<file path="src/lesf_pkg.sv">
// Package: register map, field positions and reset values of the limit event flags
package lesf_pkg;
  // ********************
  // Register offsets
  // ********************
  localparam int LESF_IDX_FLAGS1 = 0;
  localparam int LESF_IDX_FLAGS2 = 1;
  localparam logic [7:0] LESF_OFF_FLAGS1 = 8'(LESF_IDX_FLAGS1 * 4);
  localparam logic [7:0] LESF_OFF_FLAGS2 = 8'(LESF_IDX_FLAGS2 * 4);
  localparam logic [7:0] LESF_OFF_MASK1 = 8'h08;
  localparam logic [7:0] LESF_OFF_MASK2 = 8'h0C;
  localparam logic [7:0] LESF_OFF_CTRL = 8'h10;
  localparam logic [7:0] LESF_OFF_IRQ_STAT = 8'h14;
  localparam logic [7:0] LESF_OFF_IRQ_MASK = 8'h18;
  // ********************
  // Field positions
  // ********************
  localparam int LESF_B_INT_HI = 0;
  localparam int LESF_B_INT_LO = 1;
  localparam int LESF_B_EXT_HI = 2;
  localparam int LESF_B_EXT_LO = 3;
  localparam int LESF_B_EXT_FLT = 4;
  localparam int LESF_B_ANALOG_INPUT_TWO = 5;
  localparam int LESF_B_SUPPLY = 4;
  localparam int LESF_B_CTRL_SWRST = 0;
  localparam int LESF_B_CTRL_AINMODE = 1;
  // ********************
  // Reset values, used flag 2 bits and bus response codes
  // ********************
  localparam logic [7:0] LESF_RST_FLAGS = 8'h00;
  localparam logic [7:0] LESF_RST_MASK = 8'h00;
  localparam logic [1:0] LESF_RST_IRQ = 2'h0;
  localparam logic [7:0] LESF_FLAGS2_USED = 8'h10;
  localparam logic [1:0] LESF_RESP_OKAY = 2'h0;
  localparam logic [1:0] LESF_RESP_SLVERR = 2'h2;
endpackage : lesf_pkg

</file>
<file path="src/lesf_cmp_if.sv">
// Interface: out-of-limit conditions from comparator to flag logic
`timescale 1ns/10ps
interface lesf_cmp_if;
  logic [7:0] cond1;
  logic [7:0] cond2;
  modport src (output cond1, output cond2);
  modport dst (input cond1, input cond2);
endinterface : lesf_cmp_if

</file>
<file path="src/lesf_compare.sv">
// Limit comparator: turns results and limits into live out-of-limit conditions
`timescale 1ns/10ps
module lesf_compare #(
  parameter int W = 10
) (
  input wire logic ain_mode_in,
  input wire logic signed [W-1:0] int_temp_in,
  input wire logic signed [W-1:0] int_temp_upper_limit_in,
  input wire logic signed [W-1:0] int_temp_lower_limit_in,
  input wire logic [W-1:0] ext_result_in,
  input wire logic [W-1:0] ext_upper_limit_in,
  input wire logic [W-1:0] ext_lower_limit_in,
  input wire logic ext_fault_in,
  input wire logic [3*W-1:0] ain_result_in,
  input wire logic [3*W-1:0] ain_upper_in,
  input wire logic [3*W-1:0] ain_lower_in,
  input wire logic [W-1:0] supply_in,
  input wire logic [W-1:0] supply_upper_in,
  input wire logic [W-1:0] supply_lower_in,
  lesf_cmp_if.src cmp
);
  import lesf_pkg::*;
  // ********************
  // Window check, above upper or at or below lower
  // ********************
  function automatic logic outside(input logic [W-1:0] v, input logic [W-1:0] hi,
                                   input logic [W-1:0] lo);
    outside = (v > hi) || (v <= lo);
  endfunction : outside
  logic ext_hi;
  logic ext_lo;
  logic [2:0] ain_out;
  // External temperature is signed, analog input one unsigned
  assign ext_hi = $signed(ext_result_in) > $signed(ext_upper_limit_in);
  assign ext_lo = $signed(ext_result_in) <= $signed(ext_lower_limit_in);
  genvar g;
  generate
    for (g = 0; g < 3; g++) begin : g_ain
      assign ain_out[g] = outside(ain_result_in[g*W +: W], ain_upper_in[g*W +: W],
                                  ain_lower_in[g*W +: W]);
    end
  endgenerate
  always_comb begin
    cmp.cond1 = 8'h00;
    cmp.cond1[LESF_B_INT_HI] = int_temp_in > int_temp_upper_limit_in;
    cmp.cond1[LESF_B_INT_LO] = int_temp_in <= int_temp_lower_limit_in;
    cmp.cond1[LESF_B_EXT_HI] = ain_mode_in ?
      outside(ext_result_in, ext_upper_limit_in, ext_lower_limit_in) : ext_hi;
    cmp.cond1[LESF_B_EXT_LO] = !ain_mode_in && ext_lo;
    cmp.cond1[LESF_B_EXT_FLT] = !ain_mode_in && ext_fault_in;
    cmp.cond1[LESF_B_ANALOG_INPUT_TWO +: 3] = ain_out;
    cmp.cond2 = 8'h00;
    cmp.cond2[LESF_B_SUPPLY] = outside(supply_in, supply_upper_in, supply_lower_in);
  end
endmodule : lesf_compare

</file>
<file path="src/lesf_top.sv">
// Limit event flag registers with AXI4-Lite access and interrupt output
//
// Notes on behaviour
// Reading a flag register clears only those flags whose condition has gone away.
// A software reset clears every flag in both flag registers; flags whose condition is still present set again.
// Flag 1 bit 0 sets when internal temperature is above its upper limit.
// Flag 1 bit 1 sets when internal temperature is at or below its lower limit.
// In sensor mode flag 1 bit 2 sets when external temperature is above its upper limit.
// In analog mode flag 1 bit 2 sets when input one is above upper or at or below lower limit.
// Flag 1 bit 3 sets when external temperature is at or below its lower limit.
// Flag 1 bit 4 sets on an open or short external sensor fault.
// Flag 1 bits 5 to 7 set when inputs two to four leave their limit window.
// Flag 2 bit 4 sets when the supply leaves its limit window.
// Every flag can drive the interrupt output active.
// Flag 2 bits other than bit 4 read zero and ignore changes.
//
// The implementer's own choice: the AXI4-Lite slave port.
`timescale 1ns/10ps
module lesf_top #(
  parameter int W = 10
) (
  input wire logic core_clk_in,
  input wire logic arst_n_in,
  input wire logic signed [W-1:0] int_temp_in,
  input wire logic signed [W-1:0] temp_upper_limit_in,
  input wire logic signed [W-1:0] temp_lower_limit_in,
  input wire logic [W-1:0] ext_result_in,
  input wire logic [W-1:0] ext_upper_limit_in,
  input wire logic [W-1:0] ext_lower_limit_in,
  input wire logic ext_fault_in,
  input wire logic [3*W-1:0] analog_input_result_in,
  input wire logic [3*W-1:0] volt_upper_limit_in,
  input wire logic [3*W-1:0] volt_lower_limit_in,
  input wire logic [W-1:0] supply_in,
  input wire logic [W-1:0] supply_upper_in,
  input wire logic [W-1:0] supply_lower_in,
  input wire logic [7:0] s_axi_awaddr_in,
  input wire logic s_axi_awvalid_in,
  output logic s_axi_awready_out,
  input wire logic [31:0] s_axi_wdata_in,
  input wire logic [3:0] s_axi_wstrb_in,
  input wire logic s_axi_wvalid_in,
  output logic s_axi_wready_out,
  output logic [1:0] s_axi_bresp_out,
  output logic s_axi_bvalid_out,
  input wire logic s_axi_bready_in,
  input wire logic [7:0] s_axi_araddr_in,
  input wire logic s_axi_arvalid_in,
  output logic s_axi_arready_out,
  output logic [31:0] s_axi_rdata_out,
  output logic [1:0] s_axi_rresp_out,
  output logic s_axi_rvalid_out,
  input wire logic s_axi_rready_in,
  output logic limit_int_out,
  output logic irq_out
);
  import lesf_pkg::*;
  // ********************
  // Storage
  // ********************
  logic [7:0] flags1;
  logic [7:0] flags2;
  logic [7:0] mask1;
  logic [7:0] mask2;
  logic ain_mode;
  logic [1:0] irq_stat;
  logic [1:0] irq_mask;
  logic aw_held;
  logic w_held;
  logic [7:0] aw_addr;
  logic [31:0] w_data;
  logic [3:0] w_strb;
  logic wr_go;
  logic rd_go;
  logic swrst;
  logic rd_clr1;
  logic rd_clr2;
  logic [7:0] next_flags1;
  logic [7:0] next_flags2;
  logic [31:0] next_rdata;
  logic [1:0] next_resp;
  logic [1:0] events;
  logic limit_int_d;
  lesf_cmp_if cmp_bus ();
  // ********************
  // Comparators
  // ********************
  lesf_compare #(.W(W)) u_cmp (
    .ain_mode_in(ain_mode),
    .int_temp_in(int_temp_in),
    .int_temp_upper_limit_in(temp_upper_limit_in),
    .int_temp_lower_limit_in(temp_lower_limit_in),
    .ext_result_in(ext_result_in),
    .ext_upper_limit_in(ext_upper_limit_in),
    .ext_lower_limit_in(ext_lower_limit_in),
    .ext_fault_in(ext_fault_in),
    .ain_result_in(analog_input_result_in),
    .ain_upper_in(volt_upper_limit_in),
    .ain_lower_in(volt_lower_limit_in),
    .supply_in(supply_in),
    .supply_upper_in(supply_upper_in),
    .supply_lower_in(supply_lower_in),
    .cmp(cmp_bus.src)
  );
  // ********************
  // Write channel
  // ********************
  function automatic logic is_mapped(input logic [7:0] a);
    is_mapped = (a == LESF_OFF_FLAGS1) || (a == LESF_OFF_FLAGS2) || (a == LESF_OFF_MASK1) ||
                (a == LESF_OFF_MASK2) || (a == LESF_OFF_CTRL) || (a == LESF_OFF_IRQ_STAT) ||
                (a == LESF_OFF_IRQ_MASK);
  endfunction : is_mapped
  assign s_axi_awready_out = !aw_held && !s_axi_bvalid_out;
  assign s_axi_wready_out = !w_held && !s_axi_bvalid_out;
  assign wr_go = aw_held && w_held && !s_axi_bvalid_out;
  always_ff @(posedge core_clk_in or negedge arst_n_in) begin
    if (!arst_n_in) begin
      aw_held <= 1'b0;
      aw_addr <= 8'h00;
    end else if (s_axi_awvalid_in && s_axi_awready_out) begin
      aw_held <= 1'b1;
      aw_addr <= {s_axi_awaddr_in[7:2], 2'b00};
    end else if (wr_go) begin
      aw_held <= 1'b0;
    end
  end
  always_ff @(posedge core_clk_in or negedge arst_n_in) begin
    if (!arst_n_in) begin
      w_held <= 1'b0;
      w_data <= 32'h0000_0000;
      w_strb <= 4'h0;
    end else if (s_axi_wvalid_in && s_axi_wready_out) begin
      w_held <= 1'b1;
      w_data <= s_axi_wdata_in;
      w_strb <= s_axi_wstrb_in;
    end else if (wr_go) begin
      w_held <= 1'b0;
    end
  end
  always_ff @(posedge core_clk_in or negedge arst_n_in) begin
    if (!arst_n_in) begin
      s_axi_bvalid_out <= 1'b0;
      s_axi_bresp_out <= LESF_RESP_OKAY;
    end else if (wr_go) begin
      s_axi_bvalid_out <= 1'b1;
      s_axi_bresp_out <= is_mapped(aw_addr) ? LESF_RESP_OKAY : LESF_RESP_SLVERR;
    end else if (s_axi_bready_in) begin
      s_axi_bvalid_out <= 1'b0;
    end
  end
  // ********************
  // Control registers
  // ********************
  assign swrst = wr_go && w_strb[0] && (aw_addr == LESF_OFF_CTRL) &&
                 w_data[LESF_B_CTRL_SWRST];
  always_ff @(posedge core_clk_in or negedge arst_n_in) begin
    if (!arst_n_in) begin
      mask1 <= LESF_RST_MASK;
      mask2 <= LESF_RST_MASK;
      ain_mode <= 1'b0;
      irq_mask <= LESF_RST_IRQ;
    end else if (wr_go && w_strb[0]) begin
      if (aw_addr == LESF_OFF_MASK1) begin
        mask1 <= w_data[7:0];
      end
      if (aw_addr == LESF_OFF_MASK2) begin
        mask2 <= w_data[7:0] & LESF_FLAGS2_USED;
      end
      if (aw_addr == LESF_OFF_CTRL) begin
        ain_mode <= w_data[LESF_B_CTRL_AINMODE];
      end
      if (aw_addr == LESF_OFF_IRQ_MASK) begin
        irq_mask <= w_data[1:0];
      end
    end
  end
  // ********************
  // Read channel
  // ********************
  assign s_axi_arready_out = !s_axi_rvalid_out;
  assign rd_go = s_axi_arvalid_in && s_axi_arready_out;
  assign rd_clr1 = rd_go && ({s_axi_araddr_in[7:2], 2'b00} == LESF_OFF_FLAGS1);
  assign rd_clr2 = rd_go && ({s_axi_araddr_in[7:2], 2'b00} == LESF_OFF_FLAGS2);
  always_comb begin
    next_rdata = 32'h0000_0000;
    next_resp = LESF_RESP_OKAY;
    case ({s_axi_araddr_in[7:2], 2'b00})
      LESF_OFF_FLAGS1: next_rdata[7:0] = flags1;
      LESF_OFF_FLAGS2: next_rdata[7:0] = flags2 & LESF_FLAGS2_USED;
      LESF_OFF_MASK1: next_rdata[7:0] = mask1;
      LESF_OFF_MASK2: next_rdata[7:0] = mask2;
      LESF_OFF_CTRL: next_rdata[LESF_B_CTRL_AINMODE] = ain_mode;
      LESF_OFF_IRQ_STAT: next_rdata[1:0] = irq_stat;
      LESF_OFF_IRQ_MASK: next_rdata[1:0] = irq_mask;
      default: next_resp = LESF_RESP_SLVERR;
    endcase
  end
  always_ff @(posedge core_clk_in or negedge arst_n_in) begin
    if (!arst_n_in) begin
      s_axi_rvalid_out <= 1'b0;
      s_axi_rdata_out <= 32'h0000_0000;
      s_axi_rresp_out <= LESF_RESP_OKAY;
    end else if (rd_go) begin
      s_axi_rvalid_out <= 1'b1;
      s_axi_rdata_out <= next_rdata;
      s_axi_rresp_out <= next_resp;
    end else if (s_axi_rready_in) begin
      s_axi_rvalid_out <= 1'b0;
    end
  end
  // ********************
  // Limit event flags
  // ********************
  always_comb begin
    next_flags1 = flags1;
    next_flags2 = flags2;
    if (rd_clr1) begin
      next_flags1 = flags1 & cmp_bus.cond1;
    end
    if (rd_clr2) begin
      next_flags2 = flags2 & cmp_bus.cond2;
    end
    if (swrst) begin
      next_flags1 = LESF_RST_FLAGS;
      next_flags2 = LESF_RST_FLAGS;
    end
    next_flags1 = next_flags1 | cmp_bus.cond1;
    next_flags2 = (next_flags2 | cmp_bus.cond2) & LESF_FLAGS2_USED;
  end
  always_ff @(posedge core_clk_in or negedge arst_n_in) begin
    if (!arst_n_in) begin
      flags1 <= LESF_RST_FLAGS;
      flags2 <= LESF_RST_FLAGS;
    end else begin
      flags1 <= next_flags1;
      flags2 <= next_flags2;
    end
  end
  // ********************
  // Interrupt pin and bus interrupt
  // ********************
  assign limit_int_d = |(flags1 & ~mask1) || |(flags2 & ~mask2);
  always_ff @(posedge core_clk_in or negedge arst_n_in) begin
    if (!arst_n_in) begin
      limit_int_out <= 1'b0;
    end else begin
      limit_int_out <= limit_int_d;
    end
  end
  assign events = {|(next_flags2 & ~flags2), |(next_flags1 & ~flags1)};
  always_ff @(posedge core_clk_in or negedge arst_n_in) begin
    if (!arst_n_in) begin
      irq_stat <= LESF_RST_IRQ;
    end else if (wr_go && w_strb[0] && aw_addr == LESF_OFF_IRQ_STAT) begin
      irq_stat <= (irq_stat & ~w_data[1:0]) | events;
    end else begin
      irq_stat <= irq_stat | events;
    end
  end
  assign irq_out = |(irq_stat & irq_mask);
  // ********************
  // Checks
  // ********************
  a_flag1_sets: assert property (@(posedge core_clk_in) disable iff (!arst_n_in)
    (cmp_bus.cond1 != 8'h00) |=> ((flags1 & $past(cmp_bus.cond1)) == $past(cmp_bus.cond1)))
    else $error("flag 1 missed a condition");
  a_read_keeps: assert property (@(posedge core_clk_in) disable iff (!arst_n_in)
    (rd_clr1 && !swrst) |=> (flags1 == $past(cmp_bus.cond1)))
    else $error("read did not clear gone flags");
  a_swrst_clear: assert property (@(posedge core_clk_in) disable iff (!arst_n_in)
    swrst |=> (flags1 == $past(cmp_bus.cond1)) && (flags2 == $past(cmp_bus.cond2)))
    else $error("software reset left flags");
  a_flags2_unused: assert property (@(posedge core_clk_in) disable iff (!arst_n_in)
    (flags2 & ~LESF_FLAGS2_USED) == 8'h00)
    else $error("unused flag 2 bit set");
  a_supply_flag: assert property (@(posedge core_clk_in) disable iff (!arst_n_in)
    cmp_bus.cond2[LESF_B_SUPPLY] |=> flags2[LESF_B_SUPPLY])
    else $error("supply flag not set");
  a_int_follows: assert property (@(posedge core_clk_in) disable iff (!arst_n_in)
    ((flags1 & ~mask1) != 8'h00) |=> limit_int_out)
    else $error("interrupt pin not driven");
  a_ext_mode: assert property (@(posedge core_clk_in) disable iff (!arst_n_in)
    ain_mode |-> !cmp_bus.cond1[LESF_B_EXT_LO] && !cmp_bus.cond1[LESF_B_EXT_FLT])
    else $error("sensor bits live in analog mode");
  a_ain_window: assert property (@(posedge core_clk_in) disable iff (!arst_n_in)
    (analog_input_result_in[W-1:0] <= volt_lower_limit_in[W-1:0]) |=> flags1[LESF_B_ANALOG_INPUT_TWO])
    else $error("input two low flag missing");
  a_int_upper: assert property (
    @(posedge core_clk_in) disable iff (!arst_n_in)
    (int_temp_in > temp_upper_limit_in) |=> flags1[LESF_B_INT_HI])
    else $error("internal upper flag missing");
  a_int_lower: assert property (
    @(posedge core_clk_in) disable iff (!arst_n_in)
    (int_temp_in <= temp_lower_limit_in) |=> flags1[LESF_B_INT_LO])
    else $error("internal lower flag missing");
  a_ext_upper: assert property (
    @(posedge core_clk_in) disable iff (!arst_n_in)
    (!ain_mode && ($signed(ext_result_in) > $signed(ext_upper_limit_in))) |=> flags1[2])
    else $error("external upper flag missing");
  a_input_one: assert property (
    @(posedge core_clk_in) disable iff (!arst_n_in)
    (ain_mode && ((ext_result_in > ext_upper_limit_in) ||
    (ext_result_in <= ext_lower_limit_in))) |=> flags1[LESF_B_EXT_HI])
    else $error("input one flag missing");
  a_ext_lower: assert property (
    @(posedge core_clk_in) disable iff (!arst_n_in)
    (!ain_mode && ($signed(ext_result_in) <= $signed(ext_lower_limit_in))) |=> flags1[3])
    else $error("external lower flag missing");
  a_ext_fault: assert property (
    @(posedge core_clk_in) disable iff (!arst_n_in)
    (!ain_mode && ext_fault_in) |=> flags1[LESF_B_EXT_FLT])
    else $error("sensor fault flag missing");
  a_read_keeps_two: assert property (
    @(posedge core_clk_in) disable iff (!arst_n_in)
    (rd_clr2 && !swrst) |=> (flags2 == $past(cmp_bus.cond2)))
    else $error("read did not clear gone flag 2");
  a_flags1_sticky: assert property (
    @(posedge core_clk_in) disable iff (!arst_n_in)
    (!rd_clr1 && !swrst) |=> ((flags1 & $past(flags1)) == $past(flags1)))
    else $error("flag 1 dropped without clear");
  a_flags2_sticky: assert property (
    @(posedge core_clk_in) disable iff (!arst_n_in)
    (!rd_clr2 && !swrst) |=> ((flags2 & $past(flags2)) == $past(flags2)))
    else $error("flag 2 dropped without clear");
  a_int_two: assert property (
    @(posedge core_clk_in) disable iff (!arst_n_in)
    ((flags2 & ~mask2) != 8'h00) |=> limit_int_out)
    else $error("flag 2 did not drive pin");
  a_int_quiet: assert property (
    @(posedge core_clk_in) disable iff (!arst_n_in)
    (((flags1 & ~mask1) == 8'h00) && ((flags2 & ~mask2) == 8'h00)) |=> !limit_int_out)
    else $error("interrupt pin high without flag");
  // ********************
  // Bus and event checks
  // ********************
  a_irq_sets: assert property (
    @(posedge core_clk_in) disable iff (!arst_n_in)
    (events != 2'b00) |=> ((irq_stat & $past(events)) == $past(events)))
    else $error("event status bit not set");
  a_read_answer: assert property (
    @(posedge core_clk_in) disable iff (!arst_n_in)
    rd_go |=> s_axi_rvalid_out)
    else $error("read not answered");
  a_rvalid_holds: assert property (
    @(posedge core_clk_in) disable iff (!arst_n_in)
    (s_axi_rvalid_out && !s_axi_rready_in) |=> (s_axi_rvalid_out && $stable(s_axi_rdata_out)))
    else $error("read answer dropped early");
  a_bvalid_holds: assert property (
    @(posedge core_clk_in) disable iff (!arst_n_in)
    (s_axi_bvalid_out && !s_axi_bready_in) |=> s_axi_bvalid_out)
    else $error("write answer dropped early");
endmodule : lesf_top

</file>
<file path="config.mk">
export PLATFORM = sky130hd
export DESIGN_NAME = lesf_top
export DESIGN_NICKNAME = d
export VERILOG_FILES = /design/src/lesf_pkg.sv /design/src/lesf_cmp_if.sv /design/src/lesf_compare.sv /design/src/lesf_top.sv
export SDC_FILE = /design/constraint.sdc
export NUM_CORES = 1
export LEC_CHECK = 0
export ABC_AREA = 1
export BUFFER_PORTS_ARGS = -buffer_cell sky130_fd_sc_hd__buf_4
export CORE_MARGIN = 2
export CORE_UTILIZATION = 48
export DETAILED_ROUTE_END_ITERATION = 16
export PLACE_DENSITY = 0.85
export SLEW_MARGIN = 20
export SYNTH_ARGS = -nofsm -noshare
export SYNTH_HDL_FRONTEND = slang
export SYNTH_SLANG_ARGS = --single-unit
</file>
<file path="constraint.sdc">
create_clock -name core_clk_in -period 2 [get_ports core_clk_in]
set_input_delay 0.1 -clock core_clk_in [delete_from_list [all_inputs] [get_ports core_clk_in]]
set_output_delay 0.1 -clock core_clk_in [all_outputs]
set_load 0.02 [all_outputs]
</file>
==> results of run 1 <==
-- flip-flops by register name, indices dropped and copies added (netlist names), 2 cells and up --
signal	cells
s_axi_rdata_out	8
irq_mask	2
flags1	8
w_data	8
irq_stat	2
aw_addr	6
mask1	8
-- final cells by class --
class	instances	area (um^2)	share of cell area, %
clock buffer	6	138.9	1.776
clock inverter	2	13.76	0.1760
inverter	184	690.7	8.831
multi-input combinational	567	3734	47.74
sequential	53	1326	16.96
timing repair buffer	230	1734	22.17
tap	147	183.9	2.352
-- routing by layer --
metal | global-route usage (%) | wire, um | up-vias
met5 | 0 | 0 | -
met4 | 6.829 | 360 | 0
met3 | 3.494 | 1049 | 29
met2 | 43.12 | 7436 | 212
met1 | 25.62 | 6047 | 2563
li1 | - | - | 3065
-- worst max-delay path by stage --
stage,slack (ns),depth (start not counted),end,start
after floorplan,0.44,5,w_data[5],s_axi_bvalid_out
after global placement,0.33,10,irq_stat[0],s_axi_rvalid_out
after detailed placement,0.33,10,irq_stat[0],s_axi_rvalid_out
after CTS,0.32,10,irq_stat[0],s_axi_rvalid_out
after global routing,0.20,10,irq_stat[0],s_axi_rvalid_out
final,0.32,10,irq_stat[0],s_axi_rvalid_out
-- power by group --
| group | switching, W | internal [W] | leakage [nW] |
|---|---|---|---|
| Clock | 0.000371 | 0.000498 | 0.0768 |
| Combinational | 0.00103 | 0.000863 | 3.93 |
| Sequential | 0.000243 | 0.00136 | 0.618 |
-- cell families (layout without fill, tap and decap cells) --
family          after synthesis  after routing  synth area share (%)
buf+inv                     213            422                 15.41
fa+ha+maj                   120            120                 25.58
compound gates              130            130                 13.53
flops                        53             53                 22.59
mux                           7              7                 1.343
simple gates                284            284                 21.48
other cells                   1             26               0.06388
-- cell usage after synthesis, drive strengths merged --
cell type  instances  share of area [%]
a21oi             55                4.8
a21boi             1               0.13
buf               27                3.5
mux2               7                1.3
o2111ai            1               0.15
inv              184                 12
clkbuf             2               0.13
a32o               3               0.51
nand4             21                2.5
a31oi              3               0.32
a22o               1               0.15
nand3b             1               0.13
nor3               7               0.60
a21o               2               0.26
nand2            143                9.3
nor4               5               0.53
a22oi              4               0.60
conb               1              0.064
dfrtp             53                 23
ha               120                 26
and2               1               0.11
o21ai             35                3.4
nand3             38                3.5
o22ai              4               0.43
o21bai             5               0.64
o211ai             6               0.77
nor2              68                4.9
a221oi             2               0.30
o21a               6               0.77
o311ai             1               0.15
o31ai              1               0.13
-- stage by stage --
stage	instances	area (um^2)	setup WS [ns]
finish	1189	7821	0.3195
global route	1189	7821	0.2043
CTS	1189	7821	0.3175
detailed placement	1178	7639	0.3317
global placement	1178	7639	0.3337
floorplan	833	5964	0.4417
-- worst max-delay path, delay by kind of cell, from the launching register on --
kind / cells / cell delay, ns
flops: 1 / 0.42
compound gates: 1 / 0.16
simple gates: 9 / 1.00
-- what timing repair did --
action                                 CTS  global route
endpoints found under the hold margin   55             0
setup endpoints to repair                0             0
hold buffers                             3             0
==> run metrics, run 1 <==
Seq cells post-synth=53; power per cell area=about 560 nW/um^2; Filler Cell Count=1069; First-pass DRT Iterations=4; peak supply drop=0.0004354 V; Final Hold Vio Count=0; Final Skew=0.006976 ns; CTS tree=built; CP cell instances=nor2_4, nand2_1, nor2_2, nor2_1, a22oi_2, nand3_2, nand2_1, nand2_1, nor2_1, nand2_1; fmax=595.1 MHz; initial core utilization=49.08%; Detailed Place HPWL=13.20 mm; CP max stage delay=0.42 ns; initial antenna violation count=0; total power=0.004360 W; final WL=14.89 mm; Avg Cell Area, Syn=7.266 um^2; Crit Reg-Reg Endpoint=irq_stat[0]; Clock Sinks=53; Die Span X=between 100 and 150 um; Die Ht=114.6 um; post-route ant nets=0; Routed WL per cell=12.53 um; Post-CTS Resized=0; clk slew on worst S/H paths=approximately 0.070 ns; hold_sp=s_axi_awaddr_in[6]; vias=approximately 5900; Final Util=about two thirds; reg2reg start=s_axi_rvalid_out; min Tclk post-route=1.680 ns; commonest non-fill, non-tap cell in the layout=buf_4; routability cong.=0.9197; Root Buffer=clkbuf_16; hold_ws=around 0.04 ns; slew margin rel.=55.76%; WP data arrival=around 1.9 ns; # rows=40; vias in the first global route=5709; largest net degree at the start of global routing=54; RSZ-0062 raised after global routing=false; clock latency at the later pin of the worst-skew pair=around 0.29 ns; distinct cell type count after synthesis=40; DRT iter0 DRCs=228; final worst path period share=84.02%; layout cells sized above 1=between 20 and 30%; Antenna Cells=0; YS warnings=0; Setup TNS Final=0 ns; Mapped Cells=808; crit-path max FO=6; total track usage=22.59%; Die Footprint=between 10000 and 15000 um^2; hold depth=2; Syn Std Cell Area=5871 um^2; DRC=0; Min-Delay Endpoint=aw_addr[6]; setup slack, reg-to-reg=0.32 ns; WS Path Type=flop to flop; worst min-delay path class=input pin to flop; max-cap violations=0; IO Pins=between 200 and 300; first-pass GRT wire length=24.30 mm; Final setup viols=0; Slowest-stage cell, CP=dfrtp_1; CP endpoint kind=flop; nets=1401; Slew Limit Fails=0; Critical Path RT=about 2.2 ns; H-tree depth=2; GRT overflow=0; highest-count cells in the layout ignoring fill and taps=buf_4, inv_1, nand2_1; Leak=4.623 nW; register area share after synthesis=between 20% and 30%; total core area=11960 um^2; worst-margin pin slew=0.6635 ns; CTS Buffer Depth=2; Worst setup SP type=flop; area grow syn2layout=33.23%; outcome=completed; clock buffer count from CTS=5; postcts setup bufs=0; r2r worst-path depth=10; CP most frequent cell=nand2_1; # port buffers=between 200 and 250; vias per cell=4.936
No activity file was read; power rests on OpenSTA's default activity.
==> run 2, diff against run 1 <==
--- a/config.mk
+++ b/config.mk
@@ -5,12 +5,12 @@
 export SDC_FILE = /design/constraint.sdc
 export NUM_CORES = 1
 export LEC_CHECK = 0
-export ABC_AREA = 1
+export ABC_AREA = 0
 export BUFFER_PORTS_ARGS = -buffer_cell sky130_fd_sc_hd__buf_4
 export CORE_MARGIN = 2
-export CORE_UTILIZATION = 48
+export CORE_UTILIZATION = 43
 export DETAILED_ROUTE_END_ITERATION = 16
-export PLACE_DENSITY = 0.85
+export PLACE_DENSITY = 0.81
 export SLEW_MARGIN = 20
 export SYNTH_ARGS = -nofsm -noshare
 export SYNTH_HDL_FRONTEND = slang
==> constraint.sdc (replaced) <==
create_clock -name core_clk_in -period 1.4 [get_ports core_clk_in]
set_input_delay 0.07 -clock core_clk_in [delete_from_list [all_inputs] [get_ports core_clk_in]]
set_output_delay 0.07 -clock core_clk_in [all_outputs]
set_load 0.02 [all_outputs]
==> run metrics, run 2 <==
outcome=finished, violations left; failing checks=negative setup slack; vias per cell=around 4.9; Root Buffer=clkbuf_16; # rows=41; Final Skew=approximately 0.0057 ns; switching pwr=about 0.0024 W; Filler Cell Count=1027; min Tclk post-route=1.997 ns; routability cong.=about 0.89; Antenna Cells=0; Die Ht=118.0 um; CP cell instances=or3_4, nor3_4, buf_6, a31oi_4, a21oi_2, a31oi_1, a2111oi_2, o211ai_1; worst min-delay path class=input pin to flop; layout cells sized above 1=37.23%; First-pass DRT Iterations=5; Routed WL per cell=13.02 um; CP Buf/Inv Count=1; commonest non-fill, non-tap cell in the layout=buf_4; Flop pwr share=30.7%; crit-path max FO=2; final non-filler cell total=1139; cell taking the most area after synthesis=ha_1; H-tree depth=2; Die Footprint=13920 um^2; Detailed Place HPWL=between 10 and 15 mm; initial antenna violation count=0; largest net degree at the start of global routing=32; Post-synth EDFFs=0; register area share after synthesis=23.73%; setup ws final=-0.5965 ns; CP max stage delay=0.41 ns; Critical Path RT=roughly 1.6 ns; Clk pwr share=21.8%; Placed Cells=1120; Slew Limit Fails=0; Avg Cell Area, Syn=between 8 and 9 um^2; clk slew on worst S/H paths=0.07 ns; Synth top area share=26.87%; Worst setup SP type=flop; highest-count cells in the layout ignoring fill and taps=buf_4, inv_1, ha_1; count leader, synth=inv_1; DRC=0; clock latency at the later pin of the worst-skew pair=0.29 ns; WP data arrival=approximately 2.2 ns; top cells by count, synth=inv_1, ha_1, dfrtp_1; nets=1326; IO Pins=283; CTS tree=built; Mapped Cells=662; total core area=between 10000 and 15000 um^2; initial core utilization=between 40% and 50%; Final setup viols=23; Sw Ratio=32.80%; vias in the first global route=5731; area grow syn2layout=49.84%; top cells by area, synth=ha_1, dfrtp_1, inv_1; Clock Sinks=53; Syn Std Cell Area=5588 um^2; CTS Buffer Depth=2; DRT iter0 DRCs=150; total track usage=between 20% and 30%; CP endpoint kind=flop; # port buffers=225; GRT overflow=0; YS warnings=0; max-cap violations=0; Setup TNS Final=-10.00 ns; Async SR Flop Fraction=100.0%; final worst path period share=142.6%; ys flop type=dfrtp_1; distinct cell type count after synthesis=50; peak supply drop=just under 0.0008 V; RSZ-0062 raised after global routing=true; Die Span X=118.0 um; first-pass GRT wire length=approximately 25 mm; power per cell area=857.1 nW/um^2; Logic pwr share=47.4%; Final Hold Vio Count=0; cell family with most CP delay=compound AO/OA/AOI/OAI gates; Seq cells post-synth=53; vias=5610; WS Path Type=flop to flop; Pint=just under 0.005 W; Leak=4.708 nW; final WL=14.83 mm; clock buffer count from CTS=5; fmax=roughly 500 MHz; Slowest-stage cell, CP=or3_4; post-route ant nets=0
## run 2: cell types whose count changed after synthesis, sizes merged, moves of 11 or more
cell    before  now
a21o         2   18
mux2         7   20
inv        184  144
a21oi       55   33
nand3       38   13
a211oi       0   11
nor2        68   23
nand2      143   40
## run 2: final cells by class
class	instances	area, um^2	area share, %
multi-input combinational	459	3780	45.14
timing repair buffer	303	2320	27.70
sequential	53	1328	15.85
inverter	144	540.5	6.455
tap	172	215.2	2.570
clock buffer	5	125.1	1.494
clock inverter	3	65.06	0.7770
## run 2: logic make-up after synthesis
group,after synthesis,share of synthesized area [%]
AO/OA/AOI/OAI,146,17.00
adder cells (fa/ha/maj),120,26.87
other,1,0.06711
buffers and inverters,176,13.57
flip-flops,53,23.73
multiplexers,29,5.867
AND/OR/NAND/NOR,137,12.90
## run 2: path summary, 6_finish.rpt
| check | cells after the start | from | slack, ns | to |
|---|---|---|---|---|
| max in group asynchronous | 3 | arst_n_in | 0.69 | flags1[5] |
| max reg2reg | 8 | aw_addr[5] | -0.60 | irq_stat[0] |
| min | 2 | s_axi_awaddr_in[3] | 0.003 | aw_addr[3] |
| min in group asynchronous | 2 | arst_n_in | 0.25 | s_axi_rvalid_out |
| max | 8 | aw_addr[5] | -0.60 | irq_stat[0] |
| min reg2reg | 2 | s_axi_rdata_out[1] | 0.48 | s_axi_rdata_out[1] |
## run 2: repair_timing
action	4_1_cts	5_1_grt
endpoints found under the setup margin	29	37
hold endpoints to repair	32	1
gates resized for setup	14	10
gates cloned	1	1
buffers inserted	4	1
hold buffers	3	1
pin swaps	7	3
## run 2: through the flow
stage	hold WS (ns)	power [W]	worst slack [ns]	area [um^2]	util, %
after floorplan	-0.2256	0.004098	-0.5476	5854	-
after global placement	0.02977	0.005405	-0.6600	8023	63.32
after detailed placement	0.03190	0.005499	-0.6659	8023	63.32
after CTS	0.000009909	0.007161	-0.5540	8323	65.69
after global routing	0.001472	0.007660	-0.7169	8373	66.08
final	0.003078	0.007177	-0.5965	8373	66.08
## run 2: power by group through the flow
| stage | clock network (W) | logic (W) | registers, W |
|---|---|---|---|
| 2_1_floorplan | 0 | 0.00179 | 0.00231 |
| 3_3_place_gp | 0 | 0.00320 | 0.00220 |
| 3_5_place_dp | 0 | 0.00328 | 0.00222 |
| 4_1_cts | 0.00159 | 0.00337 | 0.00220 |
| 5_1_grt | 0.00165 | 0.00376 | 0.00225 |
| 6_report | 0.00157 | 0.00340 | 0.00221 |
## run 2: per-layer routing
layer / track usage (%) / up-vias / wire (um)
li1: - / 2867 / -
met1: 24.97 / 2510 / 6210
met2: 39.86 / 210 / 7427
met3: 3.924 / 23 / 976
met4: 4.744 / 0 / 219
met5: 0 / - / 0
